==> src/hmw_defines.vh <==
// Functional notes
// - Region 0 keeps a word-aligned base pointer in bits 31:2 that marks where the region starts.
// - Region 0 base and ceilings apply only to window accesses whose offset bit 15 is zero.
// - A region 0 access through the data port targets region 0 base plus the window offset.
// - Any data port read with offset bit 15 clear compares offset bits 14:2 to the read ceiling.
// - Memory is fetched into the data port only if offset bits 14:2 are below the read ceiling.
// - Any data port write with offset bit 15 clear compares offset bits 14:2 to write ceiling 14:2.
// - A permitted region 0 write stores only the addressed bytes and leaves the others untouched.
// - No memory write occurs when offset bits 14:2 are at or above write ceiling bits 14:2.
// - Accesses with offset bit 15 set use region 1 base and ceilings instead of region 0's.
`ifndef HMW_DEFINES_VH
`define HMW_DEFINES_VH

`define HMW_ADDR_W 12
`define HMW_OFF_R0_BASE 12'h104
`define HMW_OFF_R0_RD_CEIL 12'h108
`define HMW_OFF_R0_WR_CEIL 12'h10A
`define HMW_OFF_CTRL 12'h114
`define HMW_OFF_STATUS 12'h118
`define HMW_OFF_LAST_ADDR 12'h11C
`define HMW_OFF_DATA_PORT 12'h120

`define HMW_REGION_BIT 15
`define HMW_CEIL_HI 14
`define HMW_CEIL_LO 2

`define HMW_RST_BASE 30'h00000000
`define HMW_RST_CEIL 13'h0000
`define HMW_RST_CTRL 1'h1

`define HMW_CTRL_EN_BIT 0
`define HMW_ST_RD_BLK_BIT 0
`define HMW_ST_WR_BLK_BIT 1
`define HMW_ST_BUSY_BIT 2
`define HMW_ST_REGION_BIT 3
`define HMW_ST_RD_CNT_LO 8
`define HMW_ST_WR_CNT_LO 16

`endif

==> src/hmw_region_check.v <==
`timescale 1ns/1ps
`default_nettype none
`include "hmw_defines.vh"

module hmw_region_check (
   input wire [15:0] window_offset_i,
   input wire [29:0] r0_base_i,
   input wire [12:0] r0_rd_ceil_i,
   input wire [12:0] r0_wr_ceil_i,
   input wire [31:0] r1_base_i,
   input wire [15:0] r1_rd_ceil_i,
   input wire [15:0] r1_wr_ceil_i,
   output wire region1_o,
   output wire [31:0] addr_o,
   output wire rd_ok_o,
   output wire wr_ok_o
);

   function below_ceil;
      input [12:0] offs;
      input [12:0] ceil;
      begin
         below_ceil = (offs < ceil);
      end
   endfunction

   wire [12:0] word_offs;
   wire [31:0] base;
   wire [12:0] rd_ceil;
   wire [12:0] wr_ceil;

   assign word_offs = window_offset_i[`HMW_CEIL_HI:`HMW_CEIL_LO];
   assign region1_o = window_offset_i[`HMW_REGION_BIT];
   // region 0 only when bit 15 clear, region 1 otherwise
   assign base = region1_o ? {r1_base_i[31:2], 2'h0} : {r0_base_i, 2'h0};
   assign rd_ceil = region1_o ? r1_rd_ceil_i[14:2] : r0_rd_ceil_i;
   assign wr_ceil = region1_o ? r1_wr_ceil_i[14:2] : r0_wr_ceil_i;
   assign addr_o = base + {17'h00000, word_offs, 2'h0};
   assign rd_ok_o = below_ceil(word_offs, rd_ceil);
   assign wr_ok_o = below_ceil(word_offs, wr_ceil);

endmodule // hmw_region_check
`default_nettype wire

==> src/hmw_data_port.v <==
`timescale 1ns/1ps
`default_nettype none

module hmw_data_port (
   input wire clk_i,
   input wire nrst_i,
   input wire load_i,
   input wire [31:0] load_data_i,
   input wire wr_i,
   input wire [3:0] be_i,
   input wire [31:0] wdata_i,
   output reg [31:0] data_o
);

   function [31:0] merge_bytes;
      input [31:0] old_w;
      input [31:0] new_w;
      input [3:0] be;
      integer i;
      begin
         merge_bytes = old_w;
         for (i = 0; i < 4; i = i + 1) begin
            if (be[i]) begin
               merge_bytes[i*8 +: 8] = new_w[i*8 +: 8];
            end
         end
      end
   endfunction

   always @(posedge clk_i) begin
      if (!nrst_i) begin
         data_o <= 32'h00000000;
      end else if (load_i) begin
         data_o <= load_data_i;
      end else if (wr_i) begin
         data_o <= merge_bytes(data_o, wdata_i, be_i);
      end
   end

endmodule // hmw_data_port
`default_nettype wire

==> src/hmw_window.v <==
`timescale 1ns/1ps
`default_nettype none
`include "hmw_defines.vh"

module hmw_window #(
   parameter CNT_W = 8
) (
   input wire clk_i,
   input wire nrst_i,
   input wire [`HMW_ADDR_W-1:0] reg_addr_i,
   input wire [31:0] reg_wdata_i,
   input wire reg_wr_i,
   input wire reg_rd_i,
   output reg [31:0] reg_rdata_o,
   input wire [15:0] window_offset_i,
   input wire window_rd_i,
   input wire window_wr_i,
   input wire [3:0] window_be_i,
   input wire [31:0] window_wdata_i,
   output wire [31:0] window_data_port_o,
   output reg window_done_o,
   output reg window_blocked_o,
   output reg window_busy_o,
   input wire [31:0] r1_base_i,
   input wire [15:0] r1_rd_ceil_i,
   input wire [15:0] r1_wr_ceil_i,
   output reg [31:0] mem_addr_o,
   output reg mem_rd_o,
   output reg mem_wr_o,
   output reg [3:0] mem_be_o,
   output reg [31:0] mem_wdata_o,
   input wire [31:0] mem_rdata_i
);

   localparam ST_IDLE = 2'h0;
   localparam ST_RWAIT = 2'h1;
   localparam ST_RLOAD = 2'h2;

   // software registers
   reg [29:0] r0_base_reg;
   reg [12:0] r0_rd_ceil_reg;
   reg [12:0] r0_wr_ceil_reg;
   reg ctrl_en_reg;
   reg rd_blk_reg;
   reg wr_blk_reg;
   reg region_reg;
   reg [CNT_W-1:0] rd_cnt_reg;
   reg [CNT_W-1:0] wr_cnt_reg;
   reg [31:0] last_addr_reg;

   // access engine
   reg [1:0] state_reg;
   reg [1:0] state_next;
   reg load_reg;

   wire region1;
   wire [31:0] acc_addr;
   wire rd_ok;
   wire wr_ok;
   wire idle;
   wire take_rd;
   wire take_wr;
   wire rd_pass;
   wire wr_pass;
   wire rd_stop;
   wire wr_stop;
   wire clr_rd_blk;
   wire clr_wr_blk;
   reg [31:0] status_word;
   wire [31:0] dport;

   // helpers shared by the decode, the counters and the readback
   function reg_hit;
      input [`HMW_ADDR_W-1:0] addr;
      input [`HMW_ADDR_W-1:0] offs;
      begin
         reg_hit = (addr == offs);
      end
   endfunction

   // refusal counters stop at all ones instead of wrapping
   function [CNT_W-1:0] sat_inc;
      input [CNT_W-1:0] cnt;
      begin
         if (cnt == {CNT_W{1'b1}}) begin
            sat_inc = cnt;
         end else begin
            sat_inc = cnt + 1'b1;
         end
      end
   endfunction

   function [31:0] ceil_word;
      input [12:0] ceil;
      begin
         ceil_word = {17'h00000, ceil, 2'h0};
      end
   endfunction

   hmw_region_check u_check (
      .window_offset_i(window_offset_i),
      .r0_base_i(r0_base_reg),
      .r0_rd_ceil_i(r0_rd_ceil_reg),
      .r0_wr_ceil_i(r0_wr_ceil_reg),
      .r1_base_i(r1_base_i),
      .r1_rd_ceil_i(r1_rd_ceil_i),
      .r1_wr_ceil_i(r1_wr_ceil_i),
      .region1_o(region1),
      .addr_o(acc_addr),
      .rd_ok_o(rd_ok),
      .wr_ok_o(wr_ok)
   );

   // data port takes the fetched word, or the bytes the host wrote
   hmw_data_port u_dport (
      .clk_i(clk_i),
      .nrst_i(nrst_i),
      .load_i(load_reg),
      .load_data_i(mem_rdata_i),
      .wr_i(take_wr),
      .be_i(window_be_i),
      .wdata_i(window_wdata_i),
      .data_o(dport)
   );

   assign window_data_port_o = dport;

   // one access at a time; a read wins over a write in the same cycle
   assign idle = (state_reg == ST_IDLE);
   assign take_rd = idle && window_rd_i;
   assign take_wr = idle && window_wr_i && !window_rd_i;
   assign rd_pass = take_rd && ctrl_en_reg && rd_ok;
   assign wr_pass = take_wr && ctrl_en_reg && wr_ok && (window_be_i != 4'h0);
   assign rd_stop = take_rd && !rd_pass;
   assign wr_stop = take_wr && !(ctrl_en_reg && wr_ok);

   assign clr_rd_blk = reg_wr_i && reg_hit(reg_addr_i, `HMW_OFF_STATUS)
                       && reg_wdata_i[`HMW_ST_RD_BLK_BIT];
   assign clr_wr_blk = reg_wr_i && reg_hit(reg_addr_i, `HMW_OFF_STATUS)
                       && reg_wdata_i[`HMW_ST_WR_BLK_BIT];

   // counters sit at fixed fields; unused upper bits read zero
   always @* begin
      status_word = 32'h00000000;
      status_word[`HMW_ST_RD_BLK_BIT] = rd_blk_reg;
      status_word[`HMW_ST_WR_BLK_BIT] = wr_blk_reg;
      status_word[`HMW_ST_BUSY_BIT] = !idle;
      status_word[`HMW_ST_REGION_BIT] = region_reg;
      status_word[`HMW_ST_RD_CNT_LO +: CNT_W] = rd_cnt_reg;
      status_word[`HMW_ST_WR_CNT_LO +: CNT_W] = wr_cnt_reg;
   end

   // register writes
   always @(posedge clk_i) begin
      if (!nrst_i) begin
         r0_base_reg <= `HMW_RST_BASE;
         r0_rd_ceil_reg <= `HMW_RST_CEIL;
         r0_wr_ceil_reg <= `HMW_RST_CEIL;
         ctrl_en_reg <= `HMW_RST_CTRL;
      end else if (reg_wr_i) begin
         case (reg_addr_i)
            `HMW_OFF_R0_BASE: begin
               r0_base_reg <= reg_wdata_i[31:2];
            end
            `HMW_OFF_R0_RD_CEIL: begin
               r0_rd_ceil_reg <= reg_wdata_i[`HMW_CEIL_HI:`HMW_CEIL_LO];
            end
            `HMW_OFF_R0_WR_CEIL: begin
               r0_wr_ceil_reg <= reg_wdata_i[`HMW_CEIL_HI:`HMW_CEIL_LO];
            end
            `HMW_OFF_CTRL: begin
               ctrl_en_reg <= reg_wdata_i[`HMW_CTRL_EN_BIT];
            end
            default: begin
               ctrl_en_reg <= ctrl_en_reg;
            end
         endcase
      end
   end

   // sticky refusal flags, counters and last target; a new refusal beats a clear
   always @(posedge clk_i) begin
      if (!nrst_i) begin
         rd_blk_reg <= 1'b0;
         wr_blk_reg <= 1'b0;
         rd_cnt_reg <= {CNT_W{1'b0}};
         wr_cnt_reg <= {CNT_W{1'b0}};
         region_reg <= 1'b0;
         last_addr_reg <= 32'h00000000;
      end else begin
         if (rd_stop) begin
            rd_blk_reg <= 1'b1;
         end else if (clr_rd_blk) begin
            rd_blk_reg <= 1'b0;
         end
         if (wr_stop) begin
            wr_blk_reg <= 1'b1;
         end else if (clr_wr_blk) begin
            wr_blk_reg <= 1'b0;
         end
         if (rd_stop) begin
            rd_cnt_reg <= sat_inc(rd_cnt_reg);
         end
         if (wr_stop) begin
            wr_cnt_reg <= sat_inc(wr_cnt_reg);
         end
         if (take_rd || take_wr) begin
            region_reg <= region1;
            last_addr_reg <= acc_addr;
         end
      end
   end

   // register read data, one cycle after the strobe; reserved bits read zero
   always @(posedge clk_i) begin
      if (!nrst_i) begin
         reg_rdata_o <= 32'h00000000;
      end else if (reg_rd_i) begin
         case (reg_addr_i)
            `HMW_OFF_R0_BASE: begin
               reg_rdata_o <= {r0_base_reg, 2'h0};
            end
            `HMW_OFF_R0_RD_CEIL: begin
               reg_rdata_o <= ceil_word(r0_rd_ceil_reg);
            end
            `HMW_OFF_R0_WR_CEIL: begin
               reg_rdata_o <= ceil_word(r0_wr_ceil_reg);
            end
            `HMW_OFF_CTRL: begin
               reg_rdata_o <= {31'h00000000, ctrl_en_reg};
            end
            `HMW_OFF_STATUS: begin
               reg_rdata_o <= status_word;
            end
            `HMW_OFF_LAST_ADDR: begin
               reg_rdata_o <= last_addr_reg;
            end
            `HMW_OFF_DATA_PORT: begin
               reg_rdata_o <= dport;
            end
            default: begin
               reg_rdata_o <= 32'h00000000;
            end
         endcase
      end else begin
         reg_rdata_o <= 32'h00000000;
      end
   end

   // read sequence: strobe, memory answers next cycle, data port loads
   always @* begin
      state_next = state_reg;
      case (state_reg)
         ST_IDLE: begin
            if (rd_pass) begin
               state_next = ST_RWAIT;
            end
         end
         ST_RWAIT: begin
            state_next = ST_RLOAD;
         end
         ST_RLOAD: begin
            state_next = ST_IDLE;
         end
         default: begin
            state_next = ST_IDLE;
         end
      endcase
   end

   always @(posedge clk_i) begin
      if (!nrst_i) begin
         state_reg <= ST_IDLE;
         load_reg <= 1'b0;
         mem_addr_o <= 32'h00000000;
         mem_rd_o <= 1'b0;
         mem_wr_o <= 1'b0;
         mem_be_o <= 4'h0;
         mem_wdata_o <= 32'h00000000;
         window_done_o <= 1'b0;
         window_blocked_o <= 1'b0;
         window_busy_o <= 1'b0;
      end else begin
         state_reg <= state_next;
         load_reg <= (state_reg == ST_RWAIT);
         mem_rd_o <= rd_pass;
         mem_wr_o <= wr_pass;
         window_busy_o <= (state_next != ST_IDLE);
         if (rd_pass || wr_pass) begin
            mem_addr_o <= acc_addr;
         end
         if (wr_pass) begin
            mem_be_o <= window_be_i;
            mem_wdata_o <= window_wdata_i;
         end else begin
            mem_be_o <= 4'h0;
         end
         window_done_o <= rd_stop || take_wr || (state_reg == ST_RLOAD);
         window_blocked_o <= rd_stop || wr_stop;
      end
   end

endmodule // hmw_window
`default_nettype wire

==> config.mk <==
export PLATFORM = sky130hd
export DESIGN_NAME = hmw_window
export DESIGN_NICKNAME = d
export VERILOG_FILES = /design/src/hmw_region_check.v /design/src/hmw_data_port.v /design/src/hmw_window.v
export VERILOG_INCLUDE_DIRS = /design/src /design/src/src
export SDC_FILE = /design/constraint.sdc
export NUM_CORES = 1
export LEC_CHECK = 0
export BUFFER_PORTS_ARGS = -buffer_cell sky130_fd_sc_hd__buf_2
export CAP_MARGIN = 5
export CORE_MARGIN = 5
export CORE_UTILIZATION = 25
export DETAILED_ROUTE_END_ITERATION = 6
export GPL_ROUTABILITY_DRIVEN = 0
export SETUP_SLACK_MARGIN = 0.02
export SYNTH_ARGS = -nofsm -noshare
export SYNTH_HDL_FRONTEND = slang
export SYNTH_SLANG_ARGS = --single-unit
==> constraint.sdc <==
create_clock -name clk_i -period 6.9 [get_ports clk_i]
set_input_delay 1.035 -clock clk_i [delete_from_list [all_inputs] [get_ports clk_i]]
set_output_delay 1.035 -clock clk_i [all_outputs]
set_load 0.05 [all_outputs]
; ---- Yosys cells after proc, flatten, opt, wreduce, memory -nomap -nowiden
; Cells that the tools add are included.
[totals]
ff_bits = 248
inputBits = 198
wordCells = 104
[classes]
addsub = 3
n_lt_le_gt_ge = 2
n_eq_ne = 11
mux = 16
n_bitwise = 2
n_reduce_logical = 45
[op_table]
columns = cell, count
row1 = case mux 32 bit (7 select lines), 1
row2 = 2-to-1 mux 32 bit, 3
row3 = "equality test 12 x 9 -> 1 bit, second input constant", 7
row4 = adder 32 x 15 -> 32 bit, 1
row5 = 2-to-1 mux 8 bit, 4
row6 = < comparator 13 bit, 2
row7 = 2-to-1 mux 13 bit, 2
row8 = AND reduction 2 bit, 12
row9 = "adder 8 x 1 -> 8 bit, second input constant", 2
row10 = "equality test 8 bit, second input constant", 2
row11 = nonzero test 2 bit, 8
row12 = logical AND 1 bit, 14
row13 = logical OR 1 bit, 5
row14 = logical NOT 1 bit, 4
row15 = 2-to-1 mux 1 bit, 4
row16 = case mux 2 bit (2 select lines), 1
row17 = nonzero test 4 bit, 1
row18 = "equality test 2 x 1 -> 1 bit, second input constant", 1
row19 = "equality test 2 bit, second input constant", 1
row20 = logical NOT 2 bit, 1
row21 = 2-to-1 mux 2 bit, 1
row22 = NOT 1 bit, 2

; ---- Logic depth before layout (Yosys ltp)
[depth]
ltp_word = 8
mapped_depth = 17

; ---- Hierarchy
; Synthesis repeated with hierarchy kept, for this count alone.
[unflattened]
cells_unflattened = 1504
area_unflattened_um2 = 12995.0
[modules_own_cells]
columns = module, instances, cells_per_inst, area_per_inst_um2, seq_area_each_um2
row1 = hmw_window, 1, 1036, 8983.6, 4304.1
row2 = hmw_region_check, 1, 287, 2254.7, 0.0
row3 = hmw_data_port, 1, 181, 1756.7, 640.6

; ---- Least setup slack after synthesis
; Ideal clock, no wire load.
[synth_timing]
path_type = input-to-reg
start = in window_offset_i[15]
end = reg mem_addr_o[30]
setup_time_ns = 0.134
arrival_ns = 4.302
required_ns = 6.766
setup_slack_ns = 2.464
stages = 16
path_buffers = 5
cell_sequence = buf_4 -> buf_6 -> buf_4 -> buf_2 -> buf_1 -> mux2_2 -> ha_1 -> inv_1 -> fa_1 -> nor2b_1 -> o2111ai_1 -> nand3_1 -> a2111oi_0 -> nor4_1 -> xnor2_1 -> o22ai_1
[synth_via]
elab_chain_cells = 5
[synth_rtl]
columns = item, line_no
row1 = start: declaration, hmw_window.v:15  ; input wire [15:0] window_offset_i,
row2 = "parallel branches: the longest is 5 deep, another holds adder 32 x 15 -> 32 bit", --
row3 = end signal: assignment, hmw_window.v:290  ; mem_addr_o <= acc_addr;
row4 = end: declaration, hmw_window.v:27  ; output reg [31:0] mem_addr_o,
; Parallel ways; which one is timed is not known.
; A chain may end at the register's enable or synchronous reset.

; ---- Worst setup path after layout
[layout_timing]
start = in window_offset_i[15]
end = reg mem_addr_o[27]
; The elaborated chain is that of the path after synthesis.

==> qor.yml <==
critical_path:
  worstSetupPathType: "primary input to register"
  crit_path_frequent_cell: "buf_4"
  required_ns: 7.36
  endpoint_kind: "register"
  worstSetupStartpointType: "primary input"
  worstReg2RegStart: "state_reg[0]"
  cpMaxStageDelayCell: "nand2_2"
  crit_path_max_fanout: 35
  crit_path_cell_trace: "buf_2 > buf_4 > mux2i_1 > ha_1 > a211oi_1 > o21ai_0 > o221ai_2 > nand4b_1 > buf_4 > nand2_2 > nand2_1 > o22ai_1"
  critical-path-max-stage-delay_ns: 0.68
  crit_start: "window_offset_i[15]"
  critPathArrivalTime_ns: 5.12
detailed_routing:
  via_count: 11800
  first_pass_iters: 7
  ant_nets: 0
  drc: 0
  viasPerCell: 5.15
  drtIter0Drc: 1085
  wire_per_inst_microns: 21.0
  wirelength_microns: 48000
floorplanning:
  die_h_microns: 226
  die-area_sq_mm: 0.0509
  die_x_microns: 226
  start_util_pct: 25.1
  core_sq_mm: 0.0463
  core.rowCount: 79
  ios: 335
final_layout:
  layout.nets: 1901
  area_delta_synth_final_pct: 26.1
  fin_util_pct: 31.7
  fillers: 4970
  largest_registers: "mem_wdata_o: 32 flops, reg_rdata_o: 32 flops, u_dport.data_o: 32 flops"
  drive_above_1_share_pct: 24.8
  final_common_cell: "buf_2"
  layout_common_cells: "buf_2, dfxtp_1, nand2_1"
  finish.cell_count_without_fillers: 2291
placed_design:
  place_hpwl_microns: 37000
  io_buffers: 322
  dp.cells: 2238
power:
  pwr-share-clk_pct: 41.7
  p_seq_share_pct: 42.1
  ir_drop_uv: 172
  power_mw: 3.56
  sw_frac_of_total_pct: 29.6
  p_comb_share_pct: 16.2
  power-per-cell-area_mw_per_mm2: 243
  cellLeakagePower_nw: 6.09
  internal-power_mw: 2.51
  netSwitchingPower_mw: 1.05
run:
  maxCapViolCount: 0
sta:
  hold_viol: 0
  finalSetupTns_ns: 0
  slew_headroom_pct: 20.0
  fmax_mhz: 215
  tightest_slew_ns: 1.19
  fin_skew_ns: 0.0101
  rsz0062_at_grt: "no"
  setup-violations-final: 0
  finalCriticalPeriod_ns: 4.66
  whs_ns: 0.454
  slew_violations: 0
  fin_crit_sh_pct: 67.6
global_routing:
  grt_use_total_pct: 18.0
  grt_pass1_wl_microns: 70700
  globalRouteOverflowTotal: 0
  grt_max_degree: 95
  grt_pass1_vias: 11300
  grt_antenna_before_repair: 7
logic_synthesis:
  synthArstFlopShare_pct: 0
  yosys-mux-area-fraction_pct: 8.82
  ys.flop_type: "dfxtp_1"
  ys_warn_count: 0
  synth_edf_count: 0
  synth_seq_area_share_pct: 41.9
  synth_cell_types: 71
  synth_compound_area_share_pct: 18.7
  yosys.area_share.simple_pct: 19.9
  synth.avg_cell_area_sq_um: 8.37
  synth_top_family_by_area: "simple AND/OR/NAND/NOR gates"
  syn_inst: 1389
  synth-xor-area-share_pct: 2.41
  syn_area_sq_mm: 0.0116
  ys_seq_elements: 243
  synth_adder_area_share_pct: 4.37
clocking:
  cts_buffer_depth: 3
  cts_hold_buf: 0
  ctsRootBufferMaster: "clkbuf_16"
  post_cts_buffers: 0
  ctsResizeCount: 0
  cts_tree: "yes"
  clk_latency_ns: 0.55
  path_clk_slew_ns: 0.06
  cts.sinks: 243
  cts_buffers: 29
  htree_levels: 1
min_path:
  hold_class: "register to register"
  hp-start: "last_addr_reg[10]"
run_status:
  status: "finished, final reports clean"
[path summary, 6_finish.rpt]
check	to	slack (ns)	cells after the start
worst max-delay path	mem_addr_o[27]	2.24	12
worst min register to register	last_addr_reg[10]	0.45	2
worst max register to register	mem_addr_o[27]	3.24	8
worst min-delay path	last_addr_reg[10]	0.45	2
[Yosys cell counts, drive strengths merged, types with 2 or more instances]
master	number	area share, %
a2111oi	2	0.20
a211oi	12	0.82
a21o	5	0.32
a21oi	185	8.0
a222oi	24	2.1
a22oi	26	1.7
a31oi	11	0.59
a32o	2	0.17
a32oi	2	0.15
and2	10	0.54
and3	5	0.27
and4	2	0.15
buf	36	1.7
clkbuf	57	1.8
dfxtp	243	42
ha	39	4.2
inv	9	0.29
mux2	16	1.6
mux2i	84	7.2
nand2	234	7.6
nand2b	3	0.16
nand3	71	3.1
nand3b	3	0.19
nand4	15	0.81
nand4b	2	0.15
nor2	130	4.2
nor2b	10	0.54
nor3	9	0.48
nor3b	3	0.24
nor4	8	0.43
nor4b	3	0.28
o211ai	3	0.19
o21a	9	0.58
o21ai	37	1.6
o221ai	2	0.26
o22ai	16	0.86
o311ai	2	0.15
o31ai	4	0.26
or3	7	0.46
or4	4	0.29
xnor2	20	1.5
xor2	12	0.90
[power by group through the flow]
stage                     Clock (mW)  Combinational, mW  Sequential (mW)
after floorplan                    0              0.263             1.63
after global routing            1.58              0.623             1.51
final                           1.49              0.577             1.50
after CTS                       1.52              0.577             1.50
after detailed placement           0              0.575             1.53
after global placement             0              0.566             1.53
[area by class of cell]
cell class              count  area (sq um)  share of cell area [%]
diodes                      5          12.5                  0.0854
multi-input cells        1045          6350                    43.3
inverters                   9          36.3                   0.248
repair buffers            335          1730                    11.8
clock inverters            10           115                   0.785
clock buffers              37           786                    5.36
flip-flops and latches    243          4870                    33.2
well taps                 607           759                    5.18
[cells by family after synthesis]
logic type / count (synthesis)
flops: 243
buf+inv: 102
other cells: 1
fa+ha+maj: 40
simple gates: 520
compound gates: 351
mux: 100
xor+xnor: 32
[through the flow]
step / setup slack (ns) / area [sq um]
floorplan: 2.46 / 11600
global placement: 1.78 / 13700
detailed placement: 1.69 / 13700
CTS: 2.27 / 14600
global route: 1.97 / 14700
finish: 2.24 / 14700
[metal layers]
layer | share of wire (%) | wire length (microns) | vias to the layer above | global-route usage (%)
li1 | - | - | 5519 | -
met1 | 42 | 20000 | 5628 | 23.6
met2 | 46 | 21900 | 556 | 29.1
met3 | 9.5 | 4540 | 89 | 4.81
met4 | 3.1 | 1510 | 10 | 5.19
met5 | 0.12 | 56 | - | 0
[worst max-delay path: cells and delay by family]
family                   cells  cell delay (ns)
AO/OA/AOI/OAI                4             0.99
adder cells (fa/ha/maj)      1             0.26
buffers and inverters        3             1.17
multiplexers                 1             0.23
AND/OR/NAND/NOR              3             1.36
Power figures use the tool's default switching activity.
